[src/ssr_pkg.sv]
// package for the supply status / scratch register bank and its spi link
// assumes one 200 MHz clock domain on each end
package ssr_pkg;
  localparam int FRAME_W = 16;
  localparam int ADDR_W = 7;
  localparam int DATA_W = 8;
  localparam logic [6:0] ADDR_SCRATCH_LO = 7'h1E;
  localparam logic [6:0] ADDR_SCRATCH_HI = 7'h1F;
  localparam logic [6:0] ADDR_SUP_A = 7'h40;
  localparam logic [6:0] ADDR_SUP_B = 7'h41;
  localparam logic [6:0] ADDR_THERM = 7'h42;
  localparam logic [6:0] ADDR_DEVINFO = 7'h43;
  localparam logic [6:0] ADDR_BUS = 7'h44;
  localparam logic [6:0] ADDR_WAKE0 = 7'h46;
  localparam logic [6:0] ADDR_WAKE1 = 7'h47;
  localparam logic [6:0] ADDR_WAKE_LVL = 7'h48;
  localparam logic [6:0] ADDR_IO_OC = 7'h54;
  localparam logic [6:0] ADDR_IO_OL = 7'h55;
  localparam logic [6:0] ADDR_ID = 7'h7E;
  // frame bit positions
  localparam int POS_MODE = 7;
  localparam int POS_DATA = 8;
  // supply_fault_flags_a fields
  localparam int BIT_BAT_UV = 6;
  localparam int BIT_BAT_OV = 5;
  localparam int BIT_RAIL_OV = 1;
  localparam int BIT_RAIL_WARN = 0;
  localparam logic [7:0] SUP_A_RC_MASK = 8'h63;
  localparam logic [7:0] SUP_A_RESTART_KEEP = 8'h63;
  localparam logic [7:0] RESET_BYTE = 8'h00;
  // arbitrary identification value
  localparam logic [7:0] ID_VALUE = 8'h5A;
  // host drives sclk at clk/32: 160 ns at 200 MHz
  localparam int SCLK_HALF = 16;
  typedef enum logic [1:0] {SSR_NORMAL, SSR_STOP, SSR_OTHER} ssr_mode_t;
endpackage

[src/ssr_link_if.sv]
// spi link between host master and register-bank device
// csn low frames exactly 16 sclk cycles
`timescale 1ns/1ps
interface ssr_link_if;
  logic sclk;
  logic csn;
  logic mosi;
  logic miso;
  modport host (output sclk, output csn, output mosi, input miso);
  modport dev (input sclk, input csn, input mosi, output miso);
endinterface

[src/ssr_sync.sv]
// two-flop synchroniser for a single level from outside the clock domain
`timescale 1ns/1ps
module ssr_sync (
  // clock and reset
  input wire logic clk,
  input wire logic rst,
  // level
  input wire logic d,
  output logic q
);
  logic meta_q;
  always_ff @(posedge clk or posedge rst)
  begin
    if (rst)
    begin
      meta_q <= 1'b0;
      q <= 1'b0;
    end
    else
    begin
      meta_q <= d;
      q <= meta_q;
    end
  end
endmodule

[src/ssr_dev.sv]
// device end: spi slave with scratch bytes and supply fault flags
// assumes host keeps csn high between frames and sends 16 bits lsb first
// Functional notes
// - scratch bytes at 0x1E and 0x1F, rw
// - scratch zero on power-up, kept on soft reset
// - scratch writes only in normal mode
// - scratch kept through fail-safe, restart, soft reset
// - high scratch byte supplies bits 15:8
// - 16-bit frame: address, mode bit, data
// - data bits occupy frame bits 8-15
// - mode bit 0 reads status unchanged
// - mode bit 1 clears clearable status flags
// - status flags sticky until host clears
// - decode status 0x40-0x44, 0x46-0x48, 0x54-0x55, id 0x7E
// - flags reset on por/soft reset, restart keeps
// - bit 6 battery undervolt when rail enabled
// - bit 5 battery overvolt when rail enabled
// - bit 1 rail overvolt, bit 0 prewarn
// - stop mode gates undervolt except peak/prewarn
// - overvolt always with charge pump and rail enabled
// - bits 7 and 4:2 read zero
`timescale 1ns/1ps
module ssr_dev (
  // clock and power-on reset
  input wire logic clk,
  input wire logic rst,
  // link
  ssr_link_if.dev link,
  // chip state
  input wire ssr_pkg::ssr_mode_t chip_mode,
  input wire logic soft_reset,
  input wire logic restart,
  input wire logic rail_enabled,
  input wire logic charge_pump_enable,
  input wire logic load_peak_threshold,
  // analogue comparators, asynchronous
  input wire logic bat_uv_raw,
  input wire logic bat_ov_raw,
  input wire logic rail_ov_raw,
  input wire logic rail_warn_raw,
  // other status bytes, held elsewhere
  input wire logic [7:0] other_status [7],
  // observation
  output logic [15:0] scratch_word,
  output logic [7:0] supply_fault_flags_a,
  output logic frame_done
);
  logic sclk_s, csn_s, mosi_s, sclk_prev_q;
  logic uv_s, ov_s, rov_s, warn_s;
  logic [15:0] shift_q;
  logic [7:0] miso_sh_q;
  logic [4:0] cnt_q;
  logic miso_q;
  logic [7:0] scratch_lo_q, scratch_hi_q, sup_a_q;
  logic done_q, csn_prev_q;
  logic [6:0] addr;
  logic clr;
  logic [7:0] set_vec, reply;
  logic uv_mon, ov_mon, in_stop;

  ssr_sync u_sclk (.clk(clk), .rst(rst), .d(link.sclk), .q(sclk_s));
  ssr_sync u_csn (.clk(clk), .rst(rst), .d(link.csn), .q(csn_s));
  ssr_sync u_mosi (.clk(clk), .rst(rst), .d(link.mosi), .q(mosi_s));
  ssr_sync u_uv (.clk(clk), .rst(rst), .d(bat_uv_raw), .q(uv_s));
  ssr_sync u_ov (.clk(clk), .rst(rst), .d(bat_ov_raw), .q(ov_s));
  ssr_sync u_rov (.clk(clk), .rst(rst), .d(rail_ov_raw), .q(rov_s));
  ssr_sync u_warn (.clk(clk), .rst(rst), .d(rail_warn_raw), .q(warn_s));

  function automatic logic [7:0] read_byte(input logic [6:0] a, input logic [7:0] lo,
                                           input logic [7:0] hi, input logic [7:0] sa,
                                           input logic [7:0] oth [7]);
    unique case (a)
      ssr_pkg::ADDR_SCRATCH_LO: read_byte = lo;
      ssr_pkg::ADDR_SCRATCH_HI: read_byte = hi;
      ssr_pkg::ADDR_SUP_A: read_byte = sa & ssr_pkg::SUP_A_RC_MASK;
      ssr_pkg::ADDR_SUP_B: read_byte = oth[0];
      ssr_pkg::ADDR_THERM: read_byte = oth[1];
      ssr_pkg::ADDR_DEVINFO: read_byte = oth[2];
      ssr_pkg::ADDR_BUS: read_byte = oth[3];
      ssr_pkg::ADDR_WAKE0: read_byte = oth[4];
      ssr_pkg::ADDR_WAKE1: read_byte = oth[5];
      ssr_pkg::ADDR_WAKE_LVL: read_byte = oth[6];
      ssr_pkg::ADDR_IO_OC: read_byte = ssr_pkg::RESET_BYTE;
      ssr_pkg::ADDR_IO_OL: read_byte = ssr_pkg::RESET_BYTE;
      ssr_pkg::ADDR_ID: read_byte = ssr_pkg::ID_VALUE;
      default: read_byte = ssr_pkg::RESET_BYTE;
    endcase
  endfunction

  // sample on rising sclk, shift out on falling
  always_ff @(posedge clk or posedge rst)
  begin
    if (rst)
    begin
      sclk_prev_q <= 1'b0;
      csn_prev_q <= 1'b1;
      shift_q <= 16'h0000;
      cnt_q <= 5'h00;
      done_q <= 1'b0;
    end
    else
    begin
      sclk_prev_q <= sclk_s;
      csn_prev_q <= csn_s;
      done_q <= 1'b0;
      if (csn_s)
        cnt_q <= 5'h00;
      else if (sclk_s && !sclk_prev_q)
      begin
        shift_q <= {mosi_s, shift_q[15:1]};
        cnt_q <= cnt_q + 5'h01;
      end
      // frame ends on csn rise; a short frame is dropped
      if (csn_s && !csn_prev_q && cnt_q == 5'(ssr_pkg::FRAME_W))
        done_q <= 1'b1;
    end
  end

  assign addr = shift_q[ssr_pkg::ADDR_W-1:0];
  assign clr = done_q && shift_q[ssr_pkg::POS_MODE];
  // after eight lsb-first shifts the address sits just below the mode bit
  assign reply = read_byte(shift_q[ssr_pkg::POS_DATA +: ssr_pkg::ADDR_W], scratch_lo_q,
                           scratch_hi_q, sup_a_q, other_status);

  // reply byte: loaded after address phase, shifted on falling sclk
  always_ff @(posedge clk or posedge rst)
  begin
    if (rst)
    begin
      miso_sh_q <= 8'h00;
      miso_q <= 1'b0;
    end
    else if (!csn_s && !sclk_s && sclk_prev_q)
    begin
      if (cnt_q == 5'(ssr_pkg::POS_DATA))
      begin
        miso_sh_q <= reply >> 1;
        miso_q <= reply[0];
      end
      else if (cnt_q > 5'(ssr_pkg::POS_DATA))
      begin
        miso_q <= miso_sh_q[0];
        miso_sh_q <= miso_sh_q >> 1;
      end
      else
        miso_q <= 1'b0;
    end
  end
  assign link.miso = miso_q;

  // scratch: only power-on reset clears it
  always_ff @(posedge clk or posedge rst)
  begin
    if (rst)
    begin
      scratch_lo_q <= ssr_pkg::RESET_BYTE;
      scratch_hi_q <= ssr_pkg::RESET_BYTE;
    end
    else if (done_q && shift_q[ssr_pkg::POS_MODE] && chip_mode == ssr_pkg::SSR_NORMAL)
    begin
      if (addr == ssr_pkg::ADDR_SCRATCH_LO)
        scratch_lo_q <= shift_q[15:8];
      if (addr == ssr_pkg::ADDR_SCRATCH_HI)
        scratch_hi_q <= shift_q[15:8];
    end
  end

  // monitoring windows
  assign in_stop = chip_mode == ssr_pkg::SSR_STOP;
  assign uv_mon = rail_enabled && (!in_stop || load_peak_threshold
                  || sup_a_q[ssr_pkg::BIT_RAIL_WARN]);
  assign ov_mon = rail_enabled && (charge_pump_enable || !in_stop || load_peak_threshold
                  || sup_a_q[ssr_pkg::BIT_RAIL_WARN]);
  always_comb
  begin
    set_vec = 8'h00;
    set_vec[ssr_pkg::BIT_BAT_UV] = uv_s && uv_mon;
    set_vec[ssr_pkg::BIT_BAT_OV] = ov_s && ov_mon;
    set_vec[ssr_pkg::BIT_RAIL_OV] = rov_s;
    set_vec[ssr_pkg::BIT_RAIL_WARN] = warn_s;
  end

  always_ff @(posedge clk or posedge rst)
  begin
    if (rst)
      sup_a_q <= ssr_pkg::RESET_BYTE;
    else if (soft_reset)
      sup_a_q <= ssr_pkg::RESET_BYTE;
    else if (restart)
      sup_a_q <= sup_a_q & ssr_pkg::SUP_A_RESTART_KEEP;
    else if (clr && addr == ssr_pkg::ADDR_SUP_A)
      sup_a_q <= set_vec & ssr_pkg::SUP_A_RC_MASK;
    else
      sup_a_q <= (sup_a_q | set_vec) & ssr_pkg::SUP_A_RC_MASK;
  end

  always_ff @(posedge clk or posedge rst)
  begin
    if (rst)
    begin
      scratch_word <= 16'h0000;
      supply_fault_flags_a <= 8'h00;
      frame_done <= 1'b0;
    end
    else
    begin
      scratch_word <= {scratch_hi_q, scratch_lo_q};
      supply_fault_flags_a <= sup_a_q;
      frame_done <= done_q;
    end
  end
endmodule

[src/flat_wrapper.sv]
// flat-port wrapper written by rule: the top's interface ports become plain ports
module ssr_dev_flat 
  (clk, rst, chip_mode, soft_reset, restart, rail_enabled, charge_pump_enable, load_peak_threshold, bat_uv_raw, bat_ov_raw, rail_ov_raw, rail_warn_raw, other_status, scratch_word, supply_fault_flags_a, frame_done, link_sclk, link_csn, link_mosi, link_miso);
  ssr_link_if link_i ();
  input wire logic clk;
  input wire logic rst;
  input wire ssr_pkg::ssr_mode_t chip_mode;
  input wire logic soft_reset;
  input wire logic restart;
  input wire logic rail_enabled;
  input wire logic charge_pump_enable;
  input wire logic load_peak_threshold;
  input wire logic bat_uv_raw;
  input wire logic bat_ov_raw;
  input wire logic rail_ov_raw;
  input wire logic rail_warn_raw;
  input wire logic [7:0] other_status[7];
  output logic [15:0] scratch_word;
  output logic [7:0] supply_fault_flags_a;
  output logic frame_done;
  input wire logic [$bits(link_i.sclk)-1:0] link_sclk;
  input wire logic [$bits(link_i.csn)-1:0] link_csn;
  input wire logic [$bits(link_i.mosi)-1:0] link_mosi;
  output wire logic [$bits(link_i.miso)-1:0] link_miso;
  assign link_i.sclk = link_sclk;
  assign link_i.csn = link_csn;
  assign link_i.mosi = link_mosi;
  assign link_miso = link_i.miso;
  ssr_dev u_core (.clk(clk), .rst(rst), .link(link_i), .chip_mode(chip_mode), .soft_reset(soft_reset), .restart(restart), .rail_enabled(rail_enabled), .charge_pump_enable(charge_pump_enable), .load_peak_threshold(load_peak_threshold), .bat_uv_raw(bat_uv_raw), .bat_ov_raw(bat_ov_raw), .rail_ov_raw(rail_ov_raw), .rail_warn_raw(rail_warn_raw), .other_status(other_status), .scratch_word(scratch_word), .supply_fault_flags_a(supply_fault_flags_a), .frame_done(frame_done));
endmodule
[config.mk]
export PLATFORM = sky130hd
export DESIGN_NAME = ssr_dev_flat
export DESIGN_NICKNAME = d
export VERILOG_FILES = /design/src/ssr_pkg.sv /design/src/ssr_link_if.sv /design/src/ssr_sync.sv /design/src/ssr_dev.sv /design/src/flat_wrapper.sv
export SDC_FILE = /design/constraint.sdc
export NUM_CORES = 1
export LEC_CHECK = 0
export BUFFER_PORTS_ARGS = -buffer_cell sky130_fd_sc_hd__buf_4
export CORE_MARGIN = 2
export CORE_UTILIZATION = 50
export CTS_BUF_LIST = sky130_fd_sc_hd__clkbuf_4 sky130_fd_sc_hd__clkbuf_8
export CTS_CLUSTER_DIAMETER = 50
export DETAILED_ROUTE_END_ITERATION = 7
export GPL_TIMING_DRIVEN = 1
export PLACE_DENSITY = 0.74
export SLEW_MARGIN = 15
export SYNTH_ARGS = -nofsm -noshare
export SYNTH_HDL_FRONTEND = slang
export SYNTH_SLANG_ARGS = --single-unit
[constraint.sdc]
create_clock -name clk -period 3 [get_ports clk]
set_input_delay 0.3 -clock clk [delete_from_list [all_inputs] [get_ports clk]]
set_output_delay 0.3 -clock clk [all_outputs]
set_load 0.02 [all_outputs]
# Yosys cells after proc, flatten, opt, wreduce, memory -nomap -nowiden
# Index checks and enable logic that the tools add are counted.
word_totals:
  wordCells: 90
  in_bits: 72
  ff_bits: 96
op_classes:
  n_reduce_logical: 29
  mux: 11
  bitwise_logic: 2
  n_eq_ne: 18
  n_lt_le_gt_ge: 1
  n_addsub: 1
ops:
  columns: ["operator", "count"]
  rows:
  - ["$pmux W8 S11", 1]
  - ["$eq A7 B7 Y1 const B", 10]
  - ["$mux W8", 4]
  - ["$eq A7 B5 Y1 const B", 4]
  - ["$logic_and A1 B1 Y1", 12]
  - ["$mux W5", 2]
  - ["$reduce_and A2 Y1", 4]
  - ["$mux W7", 1]
  - ["$or A7 B7 Y7", 1]
  - ["$add A5 B1 Y5 const B", 1]
  - ["$eq A5 B4 Y1 const B", 1]
  - ["$eq A5 B5 Y1 const B", 1]
  - ["$gt A5 B4 Y1 const B", 1]
  - ["$logic_not A1 Y1", 5]
  - ["$logic_or A1 B1 Y1", 5]
  - ["$reduce_bool A2 Y1", 2]
  - ["$mux W1", 3]
  - ["$eq A2 B1 Y1 const B", 1]
  - ["$logic_not A2 Y1", 1]
  - ["$ne A2 B2 Y1 const B", 1]
  - ["$not A1 Y1", 1]

# Depth between registers and ports, before layout
# Gate-level depths: netlist (run 1).
logic_depth:
  word_depth: 11
  depth_mapped: 8
  depth_no_buf: 7

# Cells and area by module
# Synthesis (run 1) repeated with hierarchy kept, for this count alone.
unflattened:
  hier_cells: 346
  area_unflattened_um2: 3960.0
by_module_without_submodules:
  columns: ["module", "instances", "seq_area_each_um2", "cells_each", "area_each_um2"]
  rows:
  - ["ssr_dev", 1, 1828.0, 325, 3583.4]
  - ["ssr_sync", 7, 50.0, 3, 53.8]

# Least setup slack after synthesis (run 1)
# Ideal clock, no wire load.
synth_timing:
  path_kind: "reg-to-reg"
  start: "register u_core.shift_q[10]"
  end: "register u_core.miso_sh_q[1]"
  n_path_buf: 2
  slack_ns: 1.291
  t_arrival_ns: 1.568
  stages_incl_launch_ff: 8
  synth_period_minus_slack_ns: 1.709
  required_time_ns: 2.859
  path_cell_list: "dfrtp_1 buf_2 buf_2 mux2_2 a22oi_1 o21ai_0 a221oi_1 o22ai_1"
synth_via:
  elab_chain_cells: 3
  word_cells_on_any_way: 13
  cone_classes: "eq/ne: 11; mux: 2"
synth_lines:
  columns: ["item", "line_no", "text"]
  rows:
  - ["from (decl)", "ssr_dev.sv:50", "logic [15:0] shift_q;"]
  - ["from (signal assigned)", "ssr_dev.sv:110", "shift_q <= {mosi_s, shift_q[15:1]};"]
  - ["$eq A7 B7 Y1 or $eq A7 B5 Y1 (tied branches)", "ssr_dev.sv:72", "unique case (a)"]
  - ["$pmux W8 S11 (*)", "ssr_dev.sv:72", null]
  - ["$mux W8 (*)", "ssr_dev.sv:135", "if (cnt_q == 5'(ssr_pkg::POS_DATA))"]
  - ["to (signal assigned)", "ssr_dev.sv:137", "miso_sh_q <= reply >> 1;"]
  - ["to (signal assigned)", "ssr_dev.sv:143", "miso_sh_q <= miso_sh_q >> 1;"]
  - ["to (decl)", "ssr_dev.sv:51", "logic [7:0] miso_sh_q;"]
# Mark *: on every way between the ends. The rest lies on a longest branch, timed or not.
# A chain may end at the register's enable or synchronous reset.

# Worst setup path in the final report (run 1)
layout_timing:
  start: "register u_core.shift_q[10]"
  end: "register u_core.miso_sh_q[5]"
# The elaborated chain is that of the path after synthesis.

==> impl_metrics.yaml, run 1 <==
clock_network:
  ctsHoldBuffers: 0
  cts.path.max_buffers: 2
  post_cts_resized: 0
  post_cts_buffers: 0
  cts_made_buffers: 9
  htree_levels: 3
  root_buffer: "clkbuf_8"
  tritoncts: "done"
  clkLatencyLatePin_ns: 0.36
  cts.sinks: 87
  cts.clk_slew.worst_paths_ns: 0.09
critical_path:
  cp-end-kind: "flip-flop"
  r2r-start: "u_core.shift_q[10]"
  crit_fanout: 27
  crit_required_ns: 3.25
  worstPathArrival_ns: 2.53
  cp-start-kind: "flip-flop"
  cp-startpoint: "u_core.shift_q[10]"
  worst-setup-path-type: "flip-flop to flip-flop"
timing:
  max_slew_margin_pct: 37.6
  slew_violations: 0
  rsz0062_at_grt: "false"
  worstMarginPinSlew_ns: 0.935
  hold_violations: 0
  fin_crit_ns: 2.29
  setup_viol: 0
  tns_ns: 0
  min_period_over_period_pct: 76.3
  holdWs_ns: 0.0391
  finClkSkew_ns: 0.00940
  fmax_mhz: 437
routing:
  drtAntennaViolNets: 0
  wirelength_mm: 9.18
  first_pass_iters: 5
  dr_total_vias: 2888
  drt-initial-drc-count: 184
  viasPerCell: 5.71
  drc: 0
  wl_per_cell_um: 18.2
cells_and_area:
  nets: 473
  final_layout_size_suffix_gt1_share_pct: 42.8
  antenna_cells: 0
  nFillCells: 602
  multi_input_area_mm2: 0.00159
  regArea_mm2: 0.00218
  layout.cells.non_filler: 506
  area_growth_pct: 24.0
synth:
  syn_inst: 310
  synth_warnings: 0
  ys_ff_latch: 87
  synth_top_area_share_pct: 54.8
  syn_area_mm2: 0.00392
  ys_top_cells_by_count: "dfrtp_1 (86), mux2_2 (45), nor2_1 (15)"
  async_reset_ff_share_pct: 100
  synth_area_leaders: "dfrtp_1 (55%), mux2_2 (13%), mux2i_1 (1.8%)"
  ys_seq_area_share_pct: 55.5
  synth_edf_count: 0
  yosysMostFrequentCell: "dfrtp_1"
  synth_top_area_cell: "dfrtp_1"
  synth_cell_types: 57
  avgSynthCellArea_um2: 12.7
  synth_flop_cell: "dfrtp_1"
placement:
  dp.cells: 490
  portBuffers: 93
  dp_hpwl_mm: 6.65
  routabilityCongestion: 0.923
floorplan:
  num_rows: 32
  fp.dieW_um: 92.6
  core_mm2: 0.00765
  fp.dieH_um: 92.6
  die_area_mm2: 0.00857
  ios: 98
  start_util_pct: 51.3
min_path:
  hp-start: "rail_warn_raw"
  hp-class: "input port to flip-flop"
global_route:
  grt_max_degree: 51
  grt_overflow: 0
  grt_pass1_wl_mm: 15.0
  grt_usage_pct: 23.0
  grt_pass1_vias: 2938
  antenna_found_initial: 0
power:
  ir_worst_vdd_uv: 361
  power_leakage_nw: 2.34
  powerDensity_mw_per_mm2: 608
  total_power_mw: 2.96
job:
  maxCapViolCount: 0
outcome:
  status: "completed"
## metrics by stage
step | worst slack [ns] | utilization (%) | area [µm²]
6_report | 0.712 | 63.6 | 4870
3_5_place_dp | 0.755 | 61.0 | 4660
4_1_cts | 0.744 | 63.6 | 4870
2_1_floorplan | 0.451 | - | 3940
5_1_grt | 0.578 | 63.6 | 4870
3_3_place_gp | 0.841 | 61.0 | 4660
## cell type report
cell class,instances,area share (%)
Sequential cell,87,44.8
Multi-Input combinational cell,197,32.6
Timing Repair Buffer,98,15.4
Tap cell,102,2.62
Clock buffer,9,2.54
Clock inverter,7,1.62
Inverter,6,0.488
## final timing paths
check	end	slack, ns	cells after the start
setup / recovery	u_core.miso_sh_q[5]	0.71	5
hold / removal	u_core.u_warn.meta_q	0.04	1
setup reg to reg	u_core.miso_sh_q[5]	0.71	5
hold reg to reg	u_core.u_csn.q	0.35	0
max in group asynchronous	u_core.scratch_word[9]	2.24	3
min in group asynchronous	u_core.u_sclk.meta_q	0.09	2
## per-layer routing
| layer | part of all wire [%] | routed length, µm | GRT usage, % | vias up |
|---|---|---|---|---|
| met5 | 0 | 0 | 0 | - |
| met4 | 2.0 | 183 | 8.96 | 0 |
| met3 | 6.4 | 585 | 3.91 | 15 |
| met2 | 49 | 4500 | 36.8 | 107 |
| met1 | 43 | 3910 | 31.4 | 1448 |
| li1 | - | - | - | 1318 |
## cells in the final DEF (no fill, tap or decap), types with 5 or more instances in the layout
master    instances
dfrtp_1          86
clkbuf_8          9
mux2i_1           7
o21ai_0           6
a32oi_1           5
buf_4            97
and3_1           10
a22oi_1           5
nor2b_1           7
nor2_1           15
inv_1             5
mux2_2           45
a22o_1            5
nand3_1           9
nand2_1          12
## critical path, stage by stage, from the launching register on
cell and delay [ns]:
dfrtp_1 0.73, and2_1 0.39, and4_4 0.25, o311ai_4 0.47
a31oi_1 0.10, a211o_1 0.24
## state kept, by name, summed over array words and instances, names as in the netlist, 4 cells and up
| register | flops |
|---|---|
| u_core.scratch_hi_q | 8 |
| u_core.cnt_q | 5 |
| u_core.scratch_lo_q | 8 |
| u_core.miso_sh_q | 7 |
| u_core.shift_q | 16 |
| u_core.sup_a_q | 4 |
| u_core.scratch_word | 16 |
| u_core.supply_fault_flags_a | 4 |
## cell families (layout without fill, tap and decap cells)
kind of cell	after synthesis	after routing	synth area share, %
flops	87	87	55.5
buf+inv	29	120	4.34
mux	53	53	15.3
other cells	1	4	0.0956
simple gates	76	76	11.5
xor+xnor	4	4	0.893
fa+ha+maj	2	2	0.638
compound gates	58	58	11.8
## report_power, final
group,total (mW),internal (mW),switching [mW]
combinational,0.685,0.364,0.321
clock,0.830,0.393,0.437
sequential,1.45,1.24,0.206
total,2.96,2.00,0.964
No activity file was read; power rests on OpenSTA's default activity.
==> run 2: changes to the inputs <==
- PLACE_DENSITY: 0.74 -> 0.77
- clock period: 3 -> 2 ns (I/O delays scaled with it)
==> run 2 against run 1 <==
Effect of this change: via count is 3.3% higher; clock power increased by 65%; sequential cell count stayed put; sequential power up 39%; die area stayed put; critical path type unchanged; maximum frequency grew 21%; power is 62% higher.
==> impl_metrics.yaml, run 2 (same netlist as run 1, synthesis figures left out) <==
clock_network:
  cts.clk_slew.worst_paths_ns: 0.09
  cts.sinks: 87
  root_buffer: "clkbuf_8"
  htree_levels: 3
  tritoncts: "done"
  post_cts_buffers: 0
  post_cts_resized: 0
  cts_made_buffers: 9
  cts.path.max_buffers: 2
  clkLatencyLatePin_ns: 0.36
job:
  maxCapViolCount: 0
timing:
  finClkSkew_ns: 0.00968
  fin_crit_ns: 1.89
  slew_violations: 0
  worstMarginPinSlew_ns: 0.557
  max_slew_margin_pct: 62.6
  setup_viol: 0
  tns_ns: 0
  rsz0062_at_grt: "false"
  fmax_mhz: 528
  min_period_over_period_pct: 94.6
  hold_violations: 0
power:
  power_leakage_nw: 2.46
  p_int_mw: 3.30
  ir_worst_vdd_uv: 551
  p_sw_mw: 1.50
  clockPowerShare_pct: 28.7
  powerDensity_mw_per_mm2: 942
  power_frac_comb_pct: 29.2
  seq_power_share_pct: 42.2
  switching_share_pct: 31.2
routing:
  drc: 0
  drt-initial-drc-count: 194
  dr_total_vias: 2983
  wl_per_cell_um: 17.8
  first_pass_iters: 4
  viasPerCell: 5.63
  drtAntennaViolNets: 0
  wirelength_mm: 9.44
global_route:
  antenna_found_initial: 0
  grt_pass1_vias: 2997
  grt_usage_pct: 23.3
  grt_max_degree: 88
  grt_overflow: 0
  grt_pass1_wl_mm: 15.1
critical_path:
  critPathMaxStageDelay_ns: 0.52
  crit_family: "simple AND/OR/NAND/NOR gates"
  path_buf_inv: 1
  worstPathArrival_ns: 2.19
  cpMaxStageDelayCell: "or4_4"
  crit_required_ns: 2.30
  worst-setup-path-type: "flip-flop to flip-flop"
  worstPathCellList: "buf_4 -> or4_4 -> nor2_1 -> a32oi_1 -> o2111a_1 -> o21ai_1"
  cp-start-kind: "flip-flop"
  cp-end-kind: "flip-flop"
  crit_fanout: 7
cells_and_area:
  antenna_cells: 0
  mostFrequentLayoutCells: "buf_4 (113), dfrtp_1 (86), mux2_2 (45)"
  nets: 497
  area_growth_pct: 29.8
  final_common_cell: "buf_4"
  final_layout_size_suffix_gt1_share_pct: 44.2
  final_cell_area_mm2: 0.00509
  top_regs: "u_core.scratch_word: 16 flops, u_core.shift_q: 16 flops"
floorplan:
  fp.dieH_um: 92.6
  ios: 98
  die_area_mm2: 0.00857
  core_mm2: 0.00765
  fp.dieW_um: 92.6
  start_util_pct: 51.3
  num_rows: 32
placement:
  portBuffers: 93
  dpl_cell_area_mm2: 0.00479
  dp_hpwl_mm: 6.88
  routabilityCongestion: 0.951
min_path:
  hp-class: "input port to flip-flop"
outcome:
  status: "completed"
-- run 2: cell types whose count changed in the layout (fill, tap and decap cells not counted) --
cell,delta
clkbuf_4,+1
bufinv_16,+1
clkinv_2,-1
dlygate4sd3_1,+8
buf_4,+16
clkinv_4,-1
-- run 2: worst min-delay path, stage by stage --
cell and delay, ns:
buf_4 0.08, nand4_1 0.06, nand2_1 0.06
-- run 2: layout make-up --
type                            count  area [µm²]
Tap cell                          102         128
Timing Repair Buffer              122         948
Clock buffer                       10         131
Clock inverter                      6        92.6
Fill cell                         564        2560
Multi-Input combinational cell    197        1590
Sequential cell                    87        2180
Inverter                            6        26.3
-- run 2: power by group through the flow --
stage | Sequential, mW | Clock, mW | Combinational, mW
2_1_floorplan | 1.96 | 0 | 0.987
3_3_place_gp | 2.04 | 0 | 1.36
3_5_place_dp | 2.05 | 0 | 1.37
4_1_cts | 2.02 | 1.39 | 1.39
5_1_grt | 2.04 | 1.46 | 1.50
6_report | 2.02 | 1.37 | 1.40
-- run 2: per-stage QoR --
stage	cells	setup WS (ns)	power [mW]	util, %	hold slack, ns
global placement	506	0.162	3.40	62.6	0.310
detailed placement	506	0.152	3.42	62.6	0.310
CTS	530	0.123	4.79	66.6	0.0832
finish	530	0.108	4.79	66.6	0.0809
floorplan	313	0.291	2.94	-	0.231
global route	530	0.0313	5.01	66.6	0.102
-- run 2: per-layer routing --
layer / up-vias / global-route usage (%) / wire length [µm]
met1: 1464 / 32.7 / 4160
met3: 21 / 4.88 / 704
met5: - / 0 / 0
li1: 1371 / - / -
met4: 0 / 9.83 / 242
met2: 127 / 35.5 / 4330
-- run 2: final timing paths --
check	cells past startpoint	slack [ns]	endpoint	from
min in group asynchronous	4	0.51	u_core.u_ov.meta_q	rst
setup / recovery	6	0.11	u_core.link.miso	u_core.shift_q[10]
hold / removal	3	0.08	u_core.sup_a_q[6]	rail_enabled
max in group asynchronous	4	1.11	u_core.csn_prev_q	rst
setup reg to reg	6	0.11	u_core.link.miso	u_core.shift_q[10]
hold reg to reg	0	0.35	u_core.u_mosi.q	u_core.u_mosi.meta_q
-- run 2: repair_timing --
item                                   CTS  global route
endpoints found under the hold margin   85             0
setup endpoints to repair                0             0
hold buffers                             8             0
